[config.mk]
export PLATFORM = sky130hd
export DESIGN_NAME = cdr_loop_control
export DESIGN_NICKNAME = d
export VERILOG_FILES = /design/src/hdl/cdr_pkg.sv /design/src/hdl/cdr_loop_control.sv
export SDC_FILE = /design/constraint.sdc
export NUM_CORES = 1
export LEC_CHECK = 0
export CAP_MARGIN = 15
export CORE_MARGIN = 5
export CORE_UTILIZATION = 40
export CTS_CLUSTER_DIAMETER = 200
export DETAILED_ROUTE_END_ITERATION = 6
export DONT_BUFFER_PORTS = 1
export PLACE_DENSITY = 0.63
export SLEW_MARGIN = 5
export SYNTH_ARGS = -nofsm -noshare
export SYNTH_HDL_FRONTEND = slang
export SYNTH_SLANG_ARGS = --single-unit
[constraint.sdc]
create_clock -name clock_in -period 9.5 [get_ports clock_in]
set_clock_uncertainty 0.15 [all_clocks]
set_input_delay 0.95 -clock clock_in [delete_from_list [all_inputs] [get_ports clock_in]]
set_output_delay 0.95 -clock clock_in [all_outputs]
set_load 0.05 [all_outputs]
[src/hdl/cdr_pkg.sv]
// shared constants and types for the cdr loop control block
package cdr_pkg;
	// front-end path choice, as programmed
	localparam logic [1:0] SEL_LIMAMP = 2'h0;
	localparam logic [1:0] SEL_EQ     = 2'h1;
	localparam logic [1:0] SEL_UNITY  = 2'h2;
	// one-hot path enables, all zero for no path
	localparam logic [2:0] PATH_LIMAMP = 3'h1;
	localparam logic [2:0] PATH_EQ     = 3'h2;
	localparam logic [2:0] PATH_UNITY  = 3'h4;
	localparam logic [2:0] PATH_NONE   = 3'h0;
	// slice threshold sources
	localparam logic [1:0] SLICE_TRIM = 2'h0;
	localparam logic [1:0] SLICE_USER = 2'h1;
	localparam logic [1:0] SLICE_AUTO = 2'h2;
	localparam logic [6:0] SLICE_MID  = 7'h40;
	localparam logic [6:0] SLICE_MAX  = 7'h7f;
	localparam logic [6:0] SLICE_MIN  = 7'h01;
	// loss-of-signal thresholds in mV peak-to-peak
	localparam logic [7:0] LOS_MAX_MV  = 8'h80;
	localparam logic [7:0] LOS_DEF_MV  = 8'h0a;
	localparam logic [7:0] LOS_HYST_MV = 8'h04;
	// widths of the loop words
	localparam int DIV_W = 4;
	localparam int OSC_W = 12;
	localparam int INT_W = 16;
	localparam int PH_W  = 5;
	localparam int PPM_W = 12;
	localparam int PACK_W = 4;
	localparam int FIFO_D = 8;
	localparam logic [DIV_W-1:0] DIV_MAX  = 4'hb;
	localparam logic [OSC_W-1:0] OSC_MIN  = 12'h000;
	localparam logic [OSC_W-1:0] OSC_MAX  = 12'hfff;
	localparam logic [OSC_W-1:0] STEP_INIT = 12'h100;
	localparam logic [OSC_W-1:0] STEP_MIN = 12'h001;
	// oscillator code above which the rate exceeds 5.5 Gbps at N = 1
	localparam logic [OSC_W-1:0] EQ_MIN_OSC = 12'h900;
	localparam int INT_SHIFT = 4;
	localparam logic [PH_W-1:0] PH_CENTER = 5'h10;
	localparam logic [PH_W-1:0] PH_TOP    = 5'h1f;
	// frequency windows in ppm
	localparam logic [PPM_W-1:0] LOCK_PPM = 12'h0fa;
	localparam logic [PPM_W-1:0] LOSS_PPM = 12'h3e8;
	// slow housekeeping tick for centring and adaptation
	localparam logic [7:0] TICK_TOP = 8'h3f;
	localparam logic signed [7:0] BAL_LIM = 8'sh20;
	// result of one frequency comparison
	typedef struct packed {
		logic             valid;
		logic             samp_fast;
		logic [PPM_W-1:0] diff_ppm;
	} freq_cmp_t;
	typedef enum logic [1:0] {
		ACQ_RESET   = 2'b00,
		ACQ_MEASURE = 2'b01,
		ACQ_LOCKED  = 2'b10
	} acq_state_t;
endpackage

[src/hdl/cdr_loop_control.sv]
// retiming fifo and digital loop control of the clock and data recovery
`timescale 1ns/1ns
// What this block does
// - at most one front-end path is selected, none for an undefined code
// - signal loss only on limiting amp, capped
// - slice from trim, user or auto
// - manual boost unless adapting, adaptation above 5.5G
// - downsample samples before one phase detector
// - phase shifter and oscillator loops track jitter
// - clock late: oscillator up, delay down
// - loop filter is pure integrator
// - third loop sets oscillator and decimation
// - oscillator word saturates at tuning extremes
// - wrapping shifter, fifo absorbs 32 UI
// - acquire to 250 ppm, then enable loop
// - reference mode uses written division ratio
// - low-frequency jitter keeps shifter near center
// - over 1000 ppm: flag, restart from lowest
// - double N or step up, shrink steps
module retime_fifo #(
	parameter int WIDTH = 4,
	parameter int DEPTH = 8
) (
	// clock and reset
	input  wire logic             clock_in,
	input  wire logic             arst_n_in,
	// filling side
	input  wire logic             in_valid_in,
	output logic                  in_ready_out,
	input  wire logic [WIDTH-1:0] in_data_in,
	// draining side
	output logic                  out_valid_out,
	input  wire logic             out_ready_in,
	output logic [WIDTH-1:0]      out_data_out
);
	localparam int AW = $clog2(DEPTH);
	logic [WIDTH-1:0] mem [DEPTH];
	logic [AW:0]      wr_ptr_reg;
	logic [AW:0]      rd_ptr_reg;
	logic             do_wr;
	logic             do_rd;

	// extra pointer bit tells full from empty
	assign in_ready_out  = (wr_ptr_reg - rd_ptr_reg) != (AW+1)'(DEPTH);
	assign out_valid_out = wr_ptr_reg != rd_ptr_reg;
	assign out_data_out  = mem[rd_ptr_reg[AW-1:0]];
	assign do_wr = in_valid_in && in_ready_out;
	assign do_rd = out_valid_out && out_ready_in;

	// storage is written only, no reset needed
	always_ff @(posedge clock_in) begin
		if (do_wr) begin
			mem[wr_ptr_reg[AW-1:0]] <= in_data_in;
		end
	end

	// pointers
	always_ff @(posedge clock_in or negedge arst_n_in) begin
		if (!arst_n_in) begin
			wr_ptr_reg <= '0;
			rd_ptr_reg <= '0;
		end else begin
			if (do_wr) begin
				wr_ptr_reg <= wr_ptr_reg + 1'b1;
			end
			if (do_rd) begin
				rd_ptr_reg <= rd_ptr_reg + 1'b1;
			end
		end
	end
endmodule

module cdr_loop_control (
	// clock and reset
	input  wire logic                      clock_in,
	input  wire logic                      arst_n_in,
	// front end and slicer controls
	input  wire logic [1:0]                input_sel_in,
	input  wire logic [7:0]                los_thresh_in,
	input  wire logic [7:0]                signal_level_in,
	input  wire logic [1:0]                slice_src_in,
	input  wire logic [6:0]                slice_user_in,
	input  wire logic [6:0]                slice_trim_in,
	input  wire logic                      eq_adapt_en_in,
	input  wire logic [3:0]                eq_boost_in,
	input  wire logic                      eq_more_boost_in,
	// sampler pins
	input  wire logic                      data_samp_in,
	input  wire logic                      edge_samp_in,
	// frequency comparator and reference mode
	input  wire cdr_pkg::freq_cmp_t        freq_cmp_in,
	input  wire logic                      ref_mode_in,
	input  wire logic [cdr_pkg::DIV_W-1:0] ref_div_in,
	// retimed data
	input  wire logic                      rd_ready_in,
	output logic                           rd_valid_out,
	output logic [cdr_pkg::PACK_W-1:0]     rd_data_out,
	// front end and slicer status
	output logic [2:0]                     path_sel_out,
	output logic                           signal_loss_detect_out,
	output logic [6:0]                     slice_out,
	output logic [3:0]                     eq_boost_out,
	// loop state
	output logic [cdr_pkg::DIV_W-1:0]      div_exp_out,
	output logic [cdr_pkg::OSC_W-1:0]      digital_osc_out,
	output logic [cdr_pkg::PH_W-1:0]       phase_shifter_out,
	output logic                           osc_sat_out,
	output logic                           lock_loss_flag_out,
	output logic                           pll_en_out,
	output logic                           overflow_out
);
	import cdr_pkg::*;

	// decimation count for a ratio of 2**exp
	function automatic logic [15:0] ratio_top(input logic [DIV_W-1:0] e);
		ratio_top = 16'((17'h1 << e) - 17'h1);
	endfunction

	logic [1:0] data_sync_reg;
	logic [1:0] edge_sync_reg;
	logic [15:0] dec_cnt_reg;
	logic        dec_en;
	logic        d_prev_reg;
	logic        late;
	logic        early;
	logic signed [INT_W-1:0] int_reg;
	logic [PH_W-1:0] ph_reg;
	logic        wrap_up;
	logic        wrap_dn;
	logic [7:0]  tick_reg;
	logic        tick;
	acq_state_t  acq_reg;
	logic [OSC_W-1:0] base_reg;
	logic [OSC_W-1:0] step_reg;
	logic [OSC_W-1:0] step_next;
	logic        stepped_reg;
	logic [DIV_W-1:0] div_reg;
	logic signed [OSC_W+1:0] osc_sum;
	logic [OSC_W-1:0] osc_next;
	logic        sat_next;
	logic [7:0]  los_thr;
	logic signed [7:0] bal_reg;
	logic [6:0]  auto_slice_reg;
	logic        eq_allowed;
	logic [PACK_W-1:0] pack_reg;
	logic [1:0]  pack_cnt_reg;
	logic        dup_reg;
	logic        wr_valid_reg;
	logic        wr_ready;
	logic        shift_ok;
	logic        shift_bit;
	logic        shift_val;
	logic        fifo_valid;
	logic [PACK_W-1:0] fifo_data;
	logic        fifo_take;

	// sampler bits come from the fast clock, resynchronise them
	always_ff @(posedge clock_in or negedge arst_n_in) begin
		if (!arst_n_in) begin
			data_sync_reg <= 2'h0;
			edge_sync_reg <= 2'h0;
		end else begin
			data_sync_reg <= {data_sync_reg[0], data_samp_in};
			edge_sync_reg <= {edge_sync_reg[0], edge_samp_in};
		end
	end

	// downsampler keeps one sample in 2**div_reg
	always_ff @(posedge clock_in or negedge arst_n_in) begin
		if (!arst_n_in) begin
			dec_cnt_reg <= 16'h0000;
		end else if (dec_en) begin
			dec_cnt_reg <= 16'h0000;
		end else begin
			dec_cnt_reg <= dec_cnt_reg + 16'h0001;
		end
	end
	assign dec_en = dec_cnt_reg >= ratio_top(div_reg);

	// binary phase detector: edge sample equal to new bit means late
	assign late  = dec_en && (data_sync_reg[1] != d_prev_reg)
		&& (edge_sync_reg[1] == data_sync_reg[1]);
	assign early = dec_en && (data_sync_reg[1] != d_prev_reg)
		&& (edge_sync_reg[1] == d_prev_reg);
	always_ff @(posedge clock_in or negedge arst_n_in) begin
		if (!arst_n_in) begin
			d_prev_reg <= 1'b0;
		end else if (dec_en) begin
			d_prev_reg <= data_sync_reg[1];
		end
	end

	// slow tick for centring and adaptation steps
	always_ff @(posedge clock_in or negedge arst_n_in) begin
		if (!arst_n_in) begin
			tick_reg <= 8'h00;
		end else begin
			tick_reg <= tick ? 8'h00 : tick_reg + 8'h01;
		end
	end
	assign tick = tick_reg == TICK_TOP;

	// integrator only: a steady phase error keeps ramping the word
	always_ff @(posedge clock_in or negedge arst_n_in) begin
		if (!arst_n_in) begin
			int_reg <= '0;
		end else if (!pll_en_out) begin
			int_reg <= '0;
		end else if (late && !(osc_sat_out && osc_sum > 0)) begin
			int_reg <= int_reg + INT_W'(1);
		end else if (early && !(osc_sat_out && osc_sum < 0)) begin
			int_reg <= int_reg - INT_W'(1);
		end
	end

	// oscillator word = acquired base plus integrator, clamped
	always_comb begin
		osc_sum = $signed({2'b00, base_reg})
			+ (OSC_W+2)'(int_reg >>> INT_SHIFT);
		osc_next = osc_sum[OSC_W-1:0];
		sat_next = 1'b0;
		if (osc_sum < 0) begin
			osc_next = OSC_MIN;
			sat_next = 1'b1;
		end else if (osc_sum > $signed({2'b00, OSC_MAX})) begin
			osc_next = OSC_MAX;
			sat_next = 1'b1;
		end
	end
	always_ff @(posedge clock_in or negedge arst_n_in) begin
		if (!arst_n_in) begin
			digital_osc_out <= OSC_MIN;
			osc_sat_out     <= 1'b0;
		end else begin
			digital_osc_out <= osc_next;
			osc_sat_out     <= sat_next;
		end
	end

	// phase shifter accumulator wraps freely across unit intervals
	assign wrap_dn = late && (ph_reg == '0);
	assign wrap_up = early && (ph_reg == PH_TOP);
	always_ff @(posedge clock_in or negedge arst_n_in) begin
		if (!arst_n_in) begin
			ph_reg <= PH_CENTER;
		end else if (late) begin
			ph_reg <= ph_reg - 1'b1;
		end else if (early) begin
			ph_reg <= ph_reg + 1'b1;
		end else if (tick && pll_en_out && !osc_sat_out) begin
			// slow bleed back; the oscillator loop absorbs it
			if (ph_reg > PH_CENTER) begin
				ph_reg <= ph_reg - 1'b1;
			end else if (ph_reg < PH_CENTER) begin
				ph_reg <= ph_reg + 1'b1;
			end
		end
	end
	assign phase_shifter_out = ph_reg;

	// step shrinks on each overshoot, never to zero
	assign step_next = (step_reg > STEP_MIN) ? step_reg >> 1 : STEP_MIN;

	// frequency acquisition state machine
	always_ff @(posedge clock_in or negedge arst_n_in) begin
		if (!arst_n_in) begin
			acq_reg     <= ACQ_RESET;
			base_reg    <= OSC_MIN;
			step_reg    <= STEP_INIT;
			stepped_reg <= 1'b0;
			div_reg     <= '0;
		end else begin
			case (acq_reg)
			ACQ_RESET: begin
				base_reg    <= OSC_MIN;
				step_reg    <= STEP_INIT;
				stepped_reg <= 1'b0;
				div_reg     <= ref_mode_in ? ref_div_in : '0;
				acq_reg     <= ACQ_MEASURE;
			end
			ACQ_MEASURE: begin
				if (freq_cmp_in.valid) begin
					if (freq_cmp_in.diff_ppm <= LOCK_PPM) begin
						acq_reg <= ACQ_LOCKED;
					end else if (freq_cmp_in.samp_fast) begin
						if (!stepped_reg && !ref_mode_in
							&& div_reg < DIV_MAX) begin
							div_reg <= div_reg + 1'b1;
						end else begin
							step_reg <= step_next;
							base_reg <= (base_reg > step_next)
								? base_reg - step_next : OSC_MIN;
						end
					end else begin
						stepped_reg <= 1'b1;
						base_reg <= (OSC_MAX - base_reg > step_reg)
							? base_reg + step_reg : OSC_MAX;
					end
				end
			end
			ACQ_LOCKED: begin
				if (freq_cmp_in.valid
					&& freq_cmp_in.diff_ppm > LOSS_PPM) begin
					acq_reg <= ACQ_RESET;
				end
			end
			default: begin
				acq_reg <= ACQ_RESET;
			end
			endcase
		end
	end

	// lock flags follow the state one cycle later
	always_ff @(posedge clock_in or negedge arst_n_in) begin
		if (!arst_n_in) begin
			lock_loss_flag_out <= 1'b1;
			pll_en_out         <= 1'b0;
			div_exp_out        <= '0;
		end else begin
			lock_loss_flag_out <= acq_reg != ACQ_LOCKED;
			pll_en_out         <= acq_reg == ACQ_LOCKED;
			div_exp_out        <= div_reg;
		end
	end

	// front-end path: undefined code selects no path
	always_ff @(posedge clock_in or negedge arst_n_in) begin
		if (!arst_n_in) begin
			path_sel_out <= PATH_LIMAMP;
		end else begin
			case (input_sel_in)
			SEL_LIMAMP: path_sel_out <= PATH_LIMAMP;
			SEL_EQ:     path_sel_out <= PATH_EQ;
			SEL_UNITY:  path_sel_out <= PATH_UNITY;
			default:    path_sel_out <= PATH_NONE;
			endcase
		end
	end

	// zero threshold means default; programmed value is capped
	assign los_thr = (los_thresh_in == 8'h00) ? LOS_DEF_MV
		: (los_thresh_in > LOS_MAX_MV) ? LOS_MAX_MV : los_thresh_in;

	// hysteresis stops the alarm from chattering near threshold
	always_ff @(posedge clock_in or negedge arst_n_in) begin
		if (!arst_n_in) begin
			signal_loss_detect_out <= 1'b0;
		end else if (input_sel_in != SEL_LIMAMP) begin
			signal_loss_detect_out <= 1'b0;
		end else if (signal_level_in < los_thr) begin
			signal_loss_detect_out <= 1'b1;
		end else if (signal_level_in >= los_thr + LOS_HYST_MV) begin
			signal_loss_detect_out <= 1'b0;
		end
	end

	// auto slice: balance ones and zeros for the widest eye
	always_ff @(posedge clock_in or negedge arst_n_in) begin
		if (!arst_n_in) begin
			bal_reg        <= 8'sh00;
			auto_slice_reg <= SLICE_MID;
		end else if (bal_reg >= BAL_LIM) begin
			bal_reg <= 8'sh00;
			if (auto_slice_reg < SLICE_MAX) begin
				auto_slice_reg <= auto_slice_reg + 1'b1;
			end
		end else if (bal_reg <= -BAL_LIM) begin
			bal_reg <= 8'sh00;
			if (auto_slice_reg > SLICE_MIN) begin
				auto_slice_reg <= auto_slice_reg - 1'b1;
			end
		end else if (dec_en) begin
			bal_reg <= data_sync_reg[1] ? bal_reg + 8'sh01
				: bal_reg - 8'sh01;
		end
	end

	// slice source select
	always_ff @(posedge clock_in or negedge arst_n_in) begin
		if (!arst_n_in) begin
			slice_out <= SLICE_MID;
		end else begin
			case (slice_src_in)
			SLICE_TRIM: slice_out <= slice_trim_in;
			SLICE_USER: slice_out <= slice_user_in;
			SLICE_AUTO: slice_out <= auto_slice_reg;
			default:    slice_out <= slice_trim_in;
			endcase
		end
	end

	// adaptation only when locked in the top octave above 5.5G
	assign eq_allowed = eq_adapt_en_in && (acq_reg == ACQ_LOCKED)
		&& (div_reg == '0) && (base_reg >= EQ_MIN_OSC);
	always_ff @(posedge clock_in or negedge arst_n_in) begin
		if (!arst_n_in) begin
			eq_boost_out <= 4'h0;
		end else if (!eq_allowed) begin
			eq_boost_out <= eq_boost_in;
		end else if (tick) begin
			if (eq_more_boost_in && eq_boost_out != 4'hf) begin
				eq_boost_out <= eq_boost_out + 4'h1;
			end else if (!eq_more_boost_in && eq_boost_out != 4'h0) begin
				eq_boost_out <= eq_boost_out - 4'h1;
			end
		end
	end

	// packer: a wrap back drops the bit, a wrap forward repeats it
	assign shift_ok  = !(wr_valid_reg && !wr_ready);
	assign shift_val = (dec_en && !wrap_dn) || (dup_reg && !dec_en);
	assign shift_bit = dec_en ? data_sync_reg[1] : d_prev_reg;
	always_ff @(posedge clock_in or negedge arst_n_in) begin
		if (!arst_n_in) begin
			pack_reg     <= '0;
			pack_cnt_reg <= 2'h0;
			dup_reg      <= 1'b0;
			wr_valid_reg <= 1'b0;
			overflow_out <= 1'b0;
		end else begin
			if (wr_valid_reg && wr_ready) begin
				wr_valid_reg <= 1'b0;
			end
			if (wrap_up) begin
				dup_reg <= 1'b1;
			end else if (dup_reg && !dec_en && shift_ok) begin
				dup_reg <= 1'b0;
			end
			if (shift_val && !shift_ok) begin
				overflow_out <= 1'b1; // stalled reader lost a bit
			end else if (shift_val) begin
				pack_reg     <= {pack_reg[PACK_W-2:0], shift_bit};
				pack_cnt_reg <= pack_cnt_reg + 2'h1;
				if (pack_cnt_reg == 2'h3) begin
					wr_valid_reg <= 1'b1;
				end
			end
		end
	end

	// eight words of four bits give 32 UI of slack
	retime_fifo #(
		.WIDTH (PACK_W),
		.DEPTH (FIFO_D)
	) u_fifo (
		.clock_in      (clock_in),
		.arst_n_in     (arst_n_in),
		.in_valid_in   (wr_valid_reg),
		.in_ready_out  (wr_ready),
		.in_data_in    (pack_reg),
		.out_valid_out (fifo_valid),
		.out_ready_in  (fifo_take),
		.out_data_out  (fifo_data)
	);

	// registered output stage so the ports come from flops
	assign fifo_take = fifo_valid && (!rd_valid_out || rd_ready_in);
	always_ff @(posedge clock_in or negedge arst_n_in) begin
		if (!arst_n_in) begin
			rd_valid_out <= 1'b0;
			rd_data_out  <= '0;
		end else if (fifo_take) begin
			rd_valid_out <= 1'b1;
			rd_data_out  <= fifo_data;
		end else if (rd_ready_in) begin
			rd_valid_out <= 1'b0;
		end
	end
endmodule

### After elaboration in Yosys (flattened, before gate mapping)

Memory sizes are Yosys's and may differ from the RTL's. A register that Yosys moved wholly into a read port is not among the register bits.
Index checks and enable logic that the tools add are counted.

* register bits after elaboration: 148
* memory bits (writable): 32
* logic and storage cells: 243
* memories kept: 1

Memories
* u_fifo.mem: depth 8, width 4, read ports 1, clocked after memory_dff 1, wr ports 1, line cdr_loop_control.sv:37 `logic [WIDTH-1:0] mem [DEPTH];`

* $add $sub $neg: 23
* magnitude comparators: 20
* eq/ne operators: 29
* shift operators: 1
* muxes and demuxes: 71
* bitwise gates (word level): 1
* reductions and logical operators: 66

Operator list (number)
* two-way mux 12 bit: 12
* two-way mux 16 bit: 4
* two-way mux 8 bit: 7
* one-hot mux 12 bit (2 select lines): 2
* two-way mux 4 bit: 9
* two-way mux 7 bit: 4
* logical AND 1 bit: 27
* two-way mux 5 bit: 5
* inequality test 2 bit, second input constant: 10
* two-way mux 1 bit: 19
* adder 16 x 1 -> 16 bit, second input constant: 1
* adder 16 x 2 -> 16 bit, second input constant: 1
* adder 4 x 1 -> 4 bit, second input constant: 4
* greater-or-equal comparator 16 bit: 1
* left shift 1 x 4 -> 16 bit, first input constant: 1
* subtractor 16 x 1 -> 16 bit, second input constant: 1
* subtractor 16 x 2 -> 16 bit, second input constant: 1
* adder 13 x 12 -> 14 bit: 1
* > comparator 14 x 1 -> 1 bit, second input constant: 1
* > comparator 14 x 13 -> 1 bit, second input constant: 1
* less-than comparator 14 x 1 -> 1 bit, second input constant: 1
* one-hot mux 7 bit (2 select lines): 1
* adder 12 bit: 1
* greater-or-equal comparator 12 bit, second input constant: 1
* 59 further kinds: 95

### Longest topological paths before layout

* depth in word-level cells: 12
* mapped depth: 29
* gate-level depth less buffers: 27

### Cells and area by module

Synthesis repeated with hierarchy kept, for this count alone.

* cell total of the unflattened synthesis: 1242
* area total of the unflattened synthesis: 11930.2 sq um

By module, submodules not included
* cdr_loop_control: times used 1, cells an instance 1133, area each 10166.0 sq um, sequential area each 3535.9 sq um
* retime_fifo: times used 1, cells an instance 109, area each 1764.2 sq um, sequential area each 1161.1 sq um

### Least setup slack after synthesis

Ideal clock, no wire load.

* kind: register -> register
* start point: reg div_reg[0]
* end point: reg int_reg[15]
* library setup time: 0.133 ns
* data arrival time: 6.576 ns
* data required time: 9.217 ns
* path slack: 2.642 ns
* stages on the path, launching flop included: 29
* path buffers: 2
* clock period less this slack: 6.858 ns
* path through: dfrtp_1 > inv_1 > ha_1 > clkbuf_1 > nand2_1 > ha_1 > o21ai_0 > a21oi_1 > nand2_1 > o2111ai_1 > o21a_1 > ha_1 > a21o_1 > a211oi_1 > o211ai_1 > nand3_1 > nor2_1 > nor4b_2 > buf_2 > nor2_1 > ha_1 > and3_1 > a221o_1 > a211oi_1 > nor4_1 > a2111oi_1 > a2111oi_0 > a41oi_1 > nand4_1

* word-level cells in the longest chain between the ends: 8
* elaborated cells on any way between the ends: 11

RTL lines
* from (decl): line cdr_loop_control.sv:137 `logic [DIV_W-1:0] div_reg;`
* from (signal assigned): line cdr_loop_control.sv:278 `div_reg <= ref_mode_in ? ref_div_in : '0;`
* from (signal assigned): line cdr_loop_control.sv:288 `div_reg <= div_reg + 1'b1;`
* left shift 1 x 4 -> 16 bit (*): line cdr_loop_control.sv:116 `ratio_top = 16'((17'h1 << e) - 17'h1);`
* subtractor 16 x 1 -> 16 bit (*): line cdr_loop_control.sv:116
* greater-or-equal comparator 16 bit (*): line cdr_loop_control.sv:178 `assign dec_en = dec_cnt_reg >= ratio_top(div_reg);`
* logical AND 1 bit (*): line cdr_loop_control.sv:181, cdr_loop_control.sv:183
* logical AND 1 bit: line cdr_loop_control.sv:182 `&& (edge_sync_reg[1] == data_sync_reg[1]);`
* logical AND 1 bit: line cdr_loop_control.sv:209 `end else if (late && !(osc_sat_out && osc_sum > 0)) begin`
* two-way mux 16 bit: line cdr_loop_control.sv:209
* two-way mux 16 bit: line cdr_loop_control.sv:207 `end else if (!pll_en_out) begin`
* to (signal assigned): line cdr_loop_control.sv:210 `int_reg <= int_reg + INT_W'(1);`
* to (signal assigned): line cdr_loop_control.sv:212 `int_reg <= int_reg - INT_W'(1);`
* to (decl): line cdr_loop_control.sv:126 `logic signed [INT_W-1:0] int_reg;`

Mark *: on every way between the ends. The rest lies on a longest branch, timed or not.
A chain may end at the register's enable or synchronous reset.

### Worst setup path in the final report

* start point: reg div_reg[2]
* end point: reg int_reg[15]

The elaborated chain is that of the path after synthesis.

==> impl_metrics.env <==
export IMPL_flop_and_latch_count_out_of_synthesis=181
export IMPL_dp_final_hpwl_mm=19.8
export IMPL_first_global_vias=9212
export IMPL_grt_antenna_before_repair=0
export IMPL_synth_flop_cell="dfrtp_1"
export IMPL_crit_required_ps=9670
export IMPL_crit_share_post_route_pct=85.0
export IMPL_post_route_min_period_ps=8080
export IMPL_design_core_area_mm2=0.0296
export IMPL_synth_top_family_by_area="compound AO/OA/AOI/OAI gates"
export IMPL_global_route_wire_length_before_repair_mm=44.8
export IMPL_synth_top_area_share_pct=29.8
export IMPL_postRouteAntennaNets=0
export IMPL_areaGrowthSynthToFinish_pct=8.03
export IMPL_total_of_cells_resized_after_clock_tree_synthesis=0
export IMPL_slew_headroom_pct=38.2
export IMPL_ctsRootBufferMaster="clkbuf_16"
export IMPL_vias=9234
export IMPL_cts_num_sinks=181
export IMPL_grt_overflow_total=0
export IMPL_synth_xor_xnor_area_share_pct=6.20
export IMPL_max_vdd_ir_drop_uv=132
export IMPL_synthAdderAreaFrac_pct=13.2
export IMPL_synth_seq_area_share_pct=39.1
export IMPL_internal_power_of_the_cells_mw=1.84
export IMPL_groute_layer_met1_usage_pct=21.6
export IMPL_route_detailed_vias_per_inst=5.60
export IMPL_achievable_frequency_ghz=0.124
export IMPL_synthArstFlopShare_pct=82.3
export IMPL_clk_transition_reported_paths_ps=70
export IMPL_synth_top_cells_by_count="dfrtp_1 (143), ha_1 (117), nand2_1 (111)"
export IMPL_syn_instance_count=1266
export IMPL_regToRegStartpoint="div_reg[2]"
export IMPL_slowest_stage="a2111oi_1"
export IMPL_postSynthAreaPerCell_um2=9.49
export IMPL_synth_net_count=1453
export IMPL_seqPwrFrac_pct=39.2
export IMPL_powerDensity_mw_per_mm2=252
export IMPL_cts_tree="done"
export IMPL_swShare_pct=43.7
export IMPL_net_switching_power_mw=1.43
export IMPL_synth_cell_types=74
export IMPL_yosys_warnings=0
export IMPL_grtUsageMet2_pct=25.6
export IMPL_n_antenna_cell=0
export IMPL_post_cts_hold_buffer_count=0
export IMPL_drt_first_iter_violations=548
export IMPL_start_util_pct=40.5
export IMPL_yosys_cell_count_top_type="dfrtp_1"
export IMPL_gp_congestion=0.858
export IMPL_finalSetupViolCount=0
export IMPL_run_status="complete, no violations"
export IMPL_finalHoldViolCount=0
export IMPL_cts_made_buffers=17
export IMPL_startpoint="div_reg[2]"
export IMPL_yosys_mux_area_fraction_pct=3.37
export IMPL_critical_path_most_common_cell="ha_1"
export IMPL_final_setup_tns_ps=0
export IMPL_synth_edf_count=32
export IMPL_cp_arrival_ps=8250
export IMPL_drtPass1Iterations=5
export IMPL_endpoint="int_reg[15]"
export IMPL_capture_instance_of_the_worst_register_to_register_path="int_reg[15]"
export IMPL_die_y_um=183
export IMPL_layer_with_the_highest_usage="met2"
export IMPL_setup_worst_path_class="register to register"
export IMPL_grt_total_usage_pct=16.2
export IMPL_post_drt_wl_per_cell_um=16.0
export IMPL_detail_route_drc_violations=0
export IMPL_port_buffers=0
export IMPL_insertion_delay_ps=440
export IMPL_synth_largest_area_cell="dfrtp_1"
export IMPL_max_stage_delay_ps=770
export IMPL_min_delay_path_class="input port to async pin"
export IMPL_timing_max_transition_violations_final=0
export IMPL_clk_path_buf_depth=2
export IMPL_p_leak_nw=5.76
export IMPL_clock_tree_htree_level_count=4
export IMPL_reg2reg_depth=26
export IMPL_global_route_usage_met3_pct=4.88
export IMPL_nets=1433
export IMPL_worst_setup_path_start_kind="register"
export IMPL_reg2reg_setup_slack_ps=1420
export IMPL_timing_worst_slew_pin_value_ps=924
export IMPL_routed_wl_mm=26.4
export IMPL_simple_gate_area_share_of_the_yosys_netlist_pct=16.2
export IMPL_grt_setup_unrepaired="false"
export IMPL_clock_power_share_pct=22.2
export IMPL_final_layout_size_suffix_gt1_share_pct=5.96
export IMPL_largest_reg_flops=32
export IMPL_fp_dieArea_mm2=0.0336
export IMPL_layout_core_utilization_pct=43.8
export IMPL_maximum_number_of_pins_on_one_net_before_global_route_repair=150
export IMPL_power_share_combinational_pct=38.6
export IMPL_post_synth_main_area_contributors="dfrtp_1 (30%), ha_1 (12%), edfxtp_1 (8.0%), xnor2_1 (3.6%), nand2_1 (3.5%)"
export IMPL_critical_path_endpoint_type="register"
export IMPL_netlist_area_mm2=0.0120
export IMPL_maxCapViolCount=0
export IMPL_p_total_mw=3.27
export IMPL_maximum_fanout_encountered_on_the_critical_timing_path=17
export IMPL_ios=109
export IMPL_synth_compound_gate_area_share_pct=18.4
export IMPL_die_w_um=183
export IMPL_postCtsSetupBuffers=0
export IMPL_row_count=63
## area by class of cell
class | instances | area, um2
tap | 390 | 488
clock inverter | 15 | 183
fill | 2868 | 16700
inverter | 66 | 248
clock buffer | 17 | 425
multi-input combinational | 975 | 6900
timing repair buffer | 5 | 37.5
sequential | 181 | 4700
## power by group through the flow
stage | registers, mW | logic, mW | clock network [mW]
3_5_place_dp | 1.30 | 1.25 | 0
4_1_cts | 1.29 | 1.26 | 0.746
6_report | 1.28 | 1.26 | 0.724
3_3_place_gp | 1.30 | 1.22 | 0
5_1_grt | 1.32 | 1.44 | 0.773
2_1_floorplan | 1.20 | 1.06 | 0
## worst min path at each step
stage | from | endpoint | slack (ps)
floorplan | data_sync_reg[0] | data_sync_reg[1] | 180
global placement | data_sync_reg[0] | data_sync_reg[1] | 180
detailed placement | data_sync_reg[0] | data_sync_reg[1] | 180
CTS | arst_n_in | rd_data_out[3] | 20
global route | arst_n_in | rd_data_out[3] | 20
finish | arst_n_in | rd_data_out[3] | 40
## cell families after synthesis
family | after synthesis
adders and majority gates | 123
xor gates and xnor gates | 85
AOI/OAI and AO/OA | 335
muxes | 29
and+or+nand+nor | 403
DFF | 181
buffers and inverters | 110
## placed cells by master (no fill, tap or decap), types with 7 or more instances in the layout
cell,instances
dfrtp_1,143
ha_1,117
nand2_1,111
nor2_1,103
a21oi_1,81
o21ai_0,74
inv_1,63
xnor2_1,50
xor2_1,35
nand3_1,35
edfxtp_1,32
nor3_1,31
a21o_1,26
and3_1,19
o21a_1,17
clkbuf_16,17
nor2b_1,16
o211ai_1,14
nand4_1,14
a211oi_1,13
nand2b_1,12
nor4_1,12
and2_1,12
a22oi_1,11
a22o_1,11
mux2i_1,11
o31ai_1,9
mux2_2,9
or3_1,9
a31oi_1,8
mux4_2,8
or2_2,7
nand3b_1,7
a32o_1,7
## routing by layer
metal,up-vias,routed length [um]
met3,38,1880
met2,232,11900
li1,4572,-
met5,-,0
met4,0,430
met1,4392,12200
## critical path: cells and delay by family (launching register included)
family                     cells  cell delay [ps]
adders and majority gates      3             1090
buffers and inverters          3              810
AOI/OAI and AO/OA             11             3640
and+or+nand+nor                9             1580
DFF                            1              650
## per-stage QoR
| stage | instance area [um2] | std cells | hold slack [ps] | worst slack [ps] |
|---|---|---|---|---|
| after floorplan | 12000 | 1266 | 181 | 2640 |
| after global placement | 12400 | 1617 | 183 | 1910 |
| after detailed placement | 12400 | 1617 | 185 | 1530 |
| after CTS | 13000 | 1649 | 22.9 | 1510 |
| after global routing | 13000 | 1649 | 20.4 | 782 |
| final | 13000 | 1649 | 44.5 | 1420 |
Power figures use the tool's default switching activity.
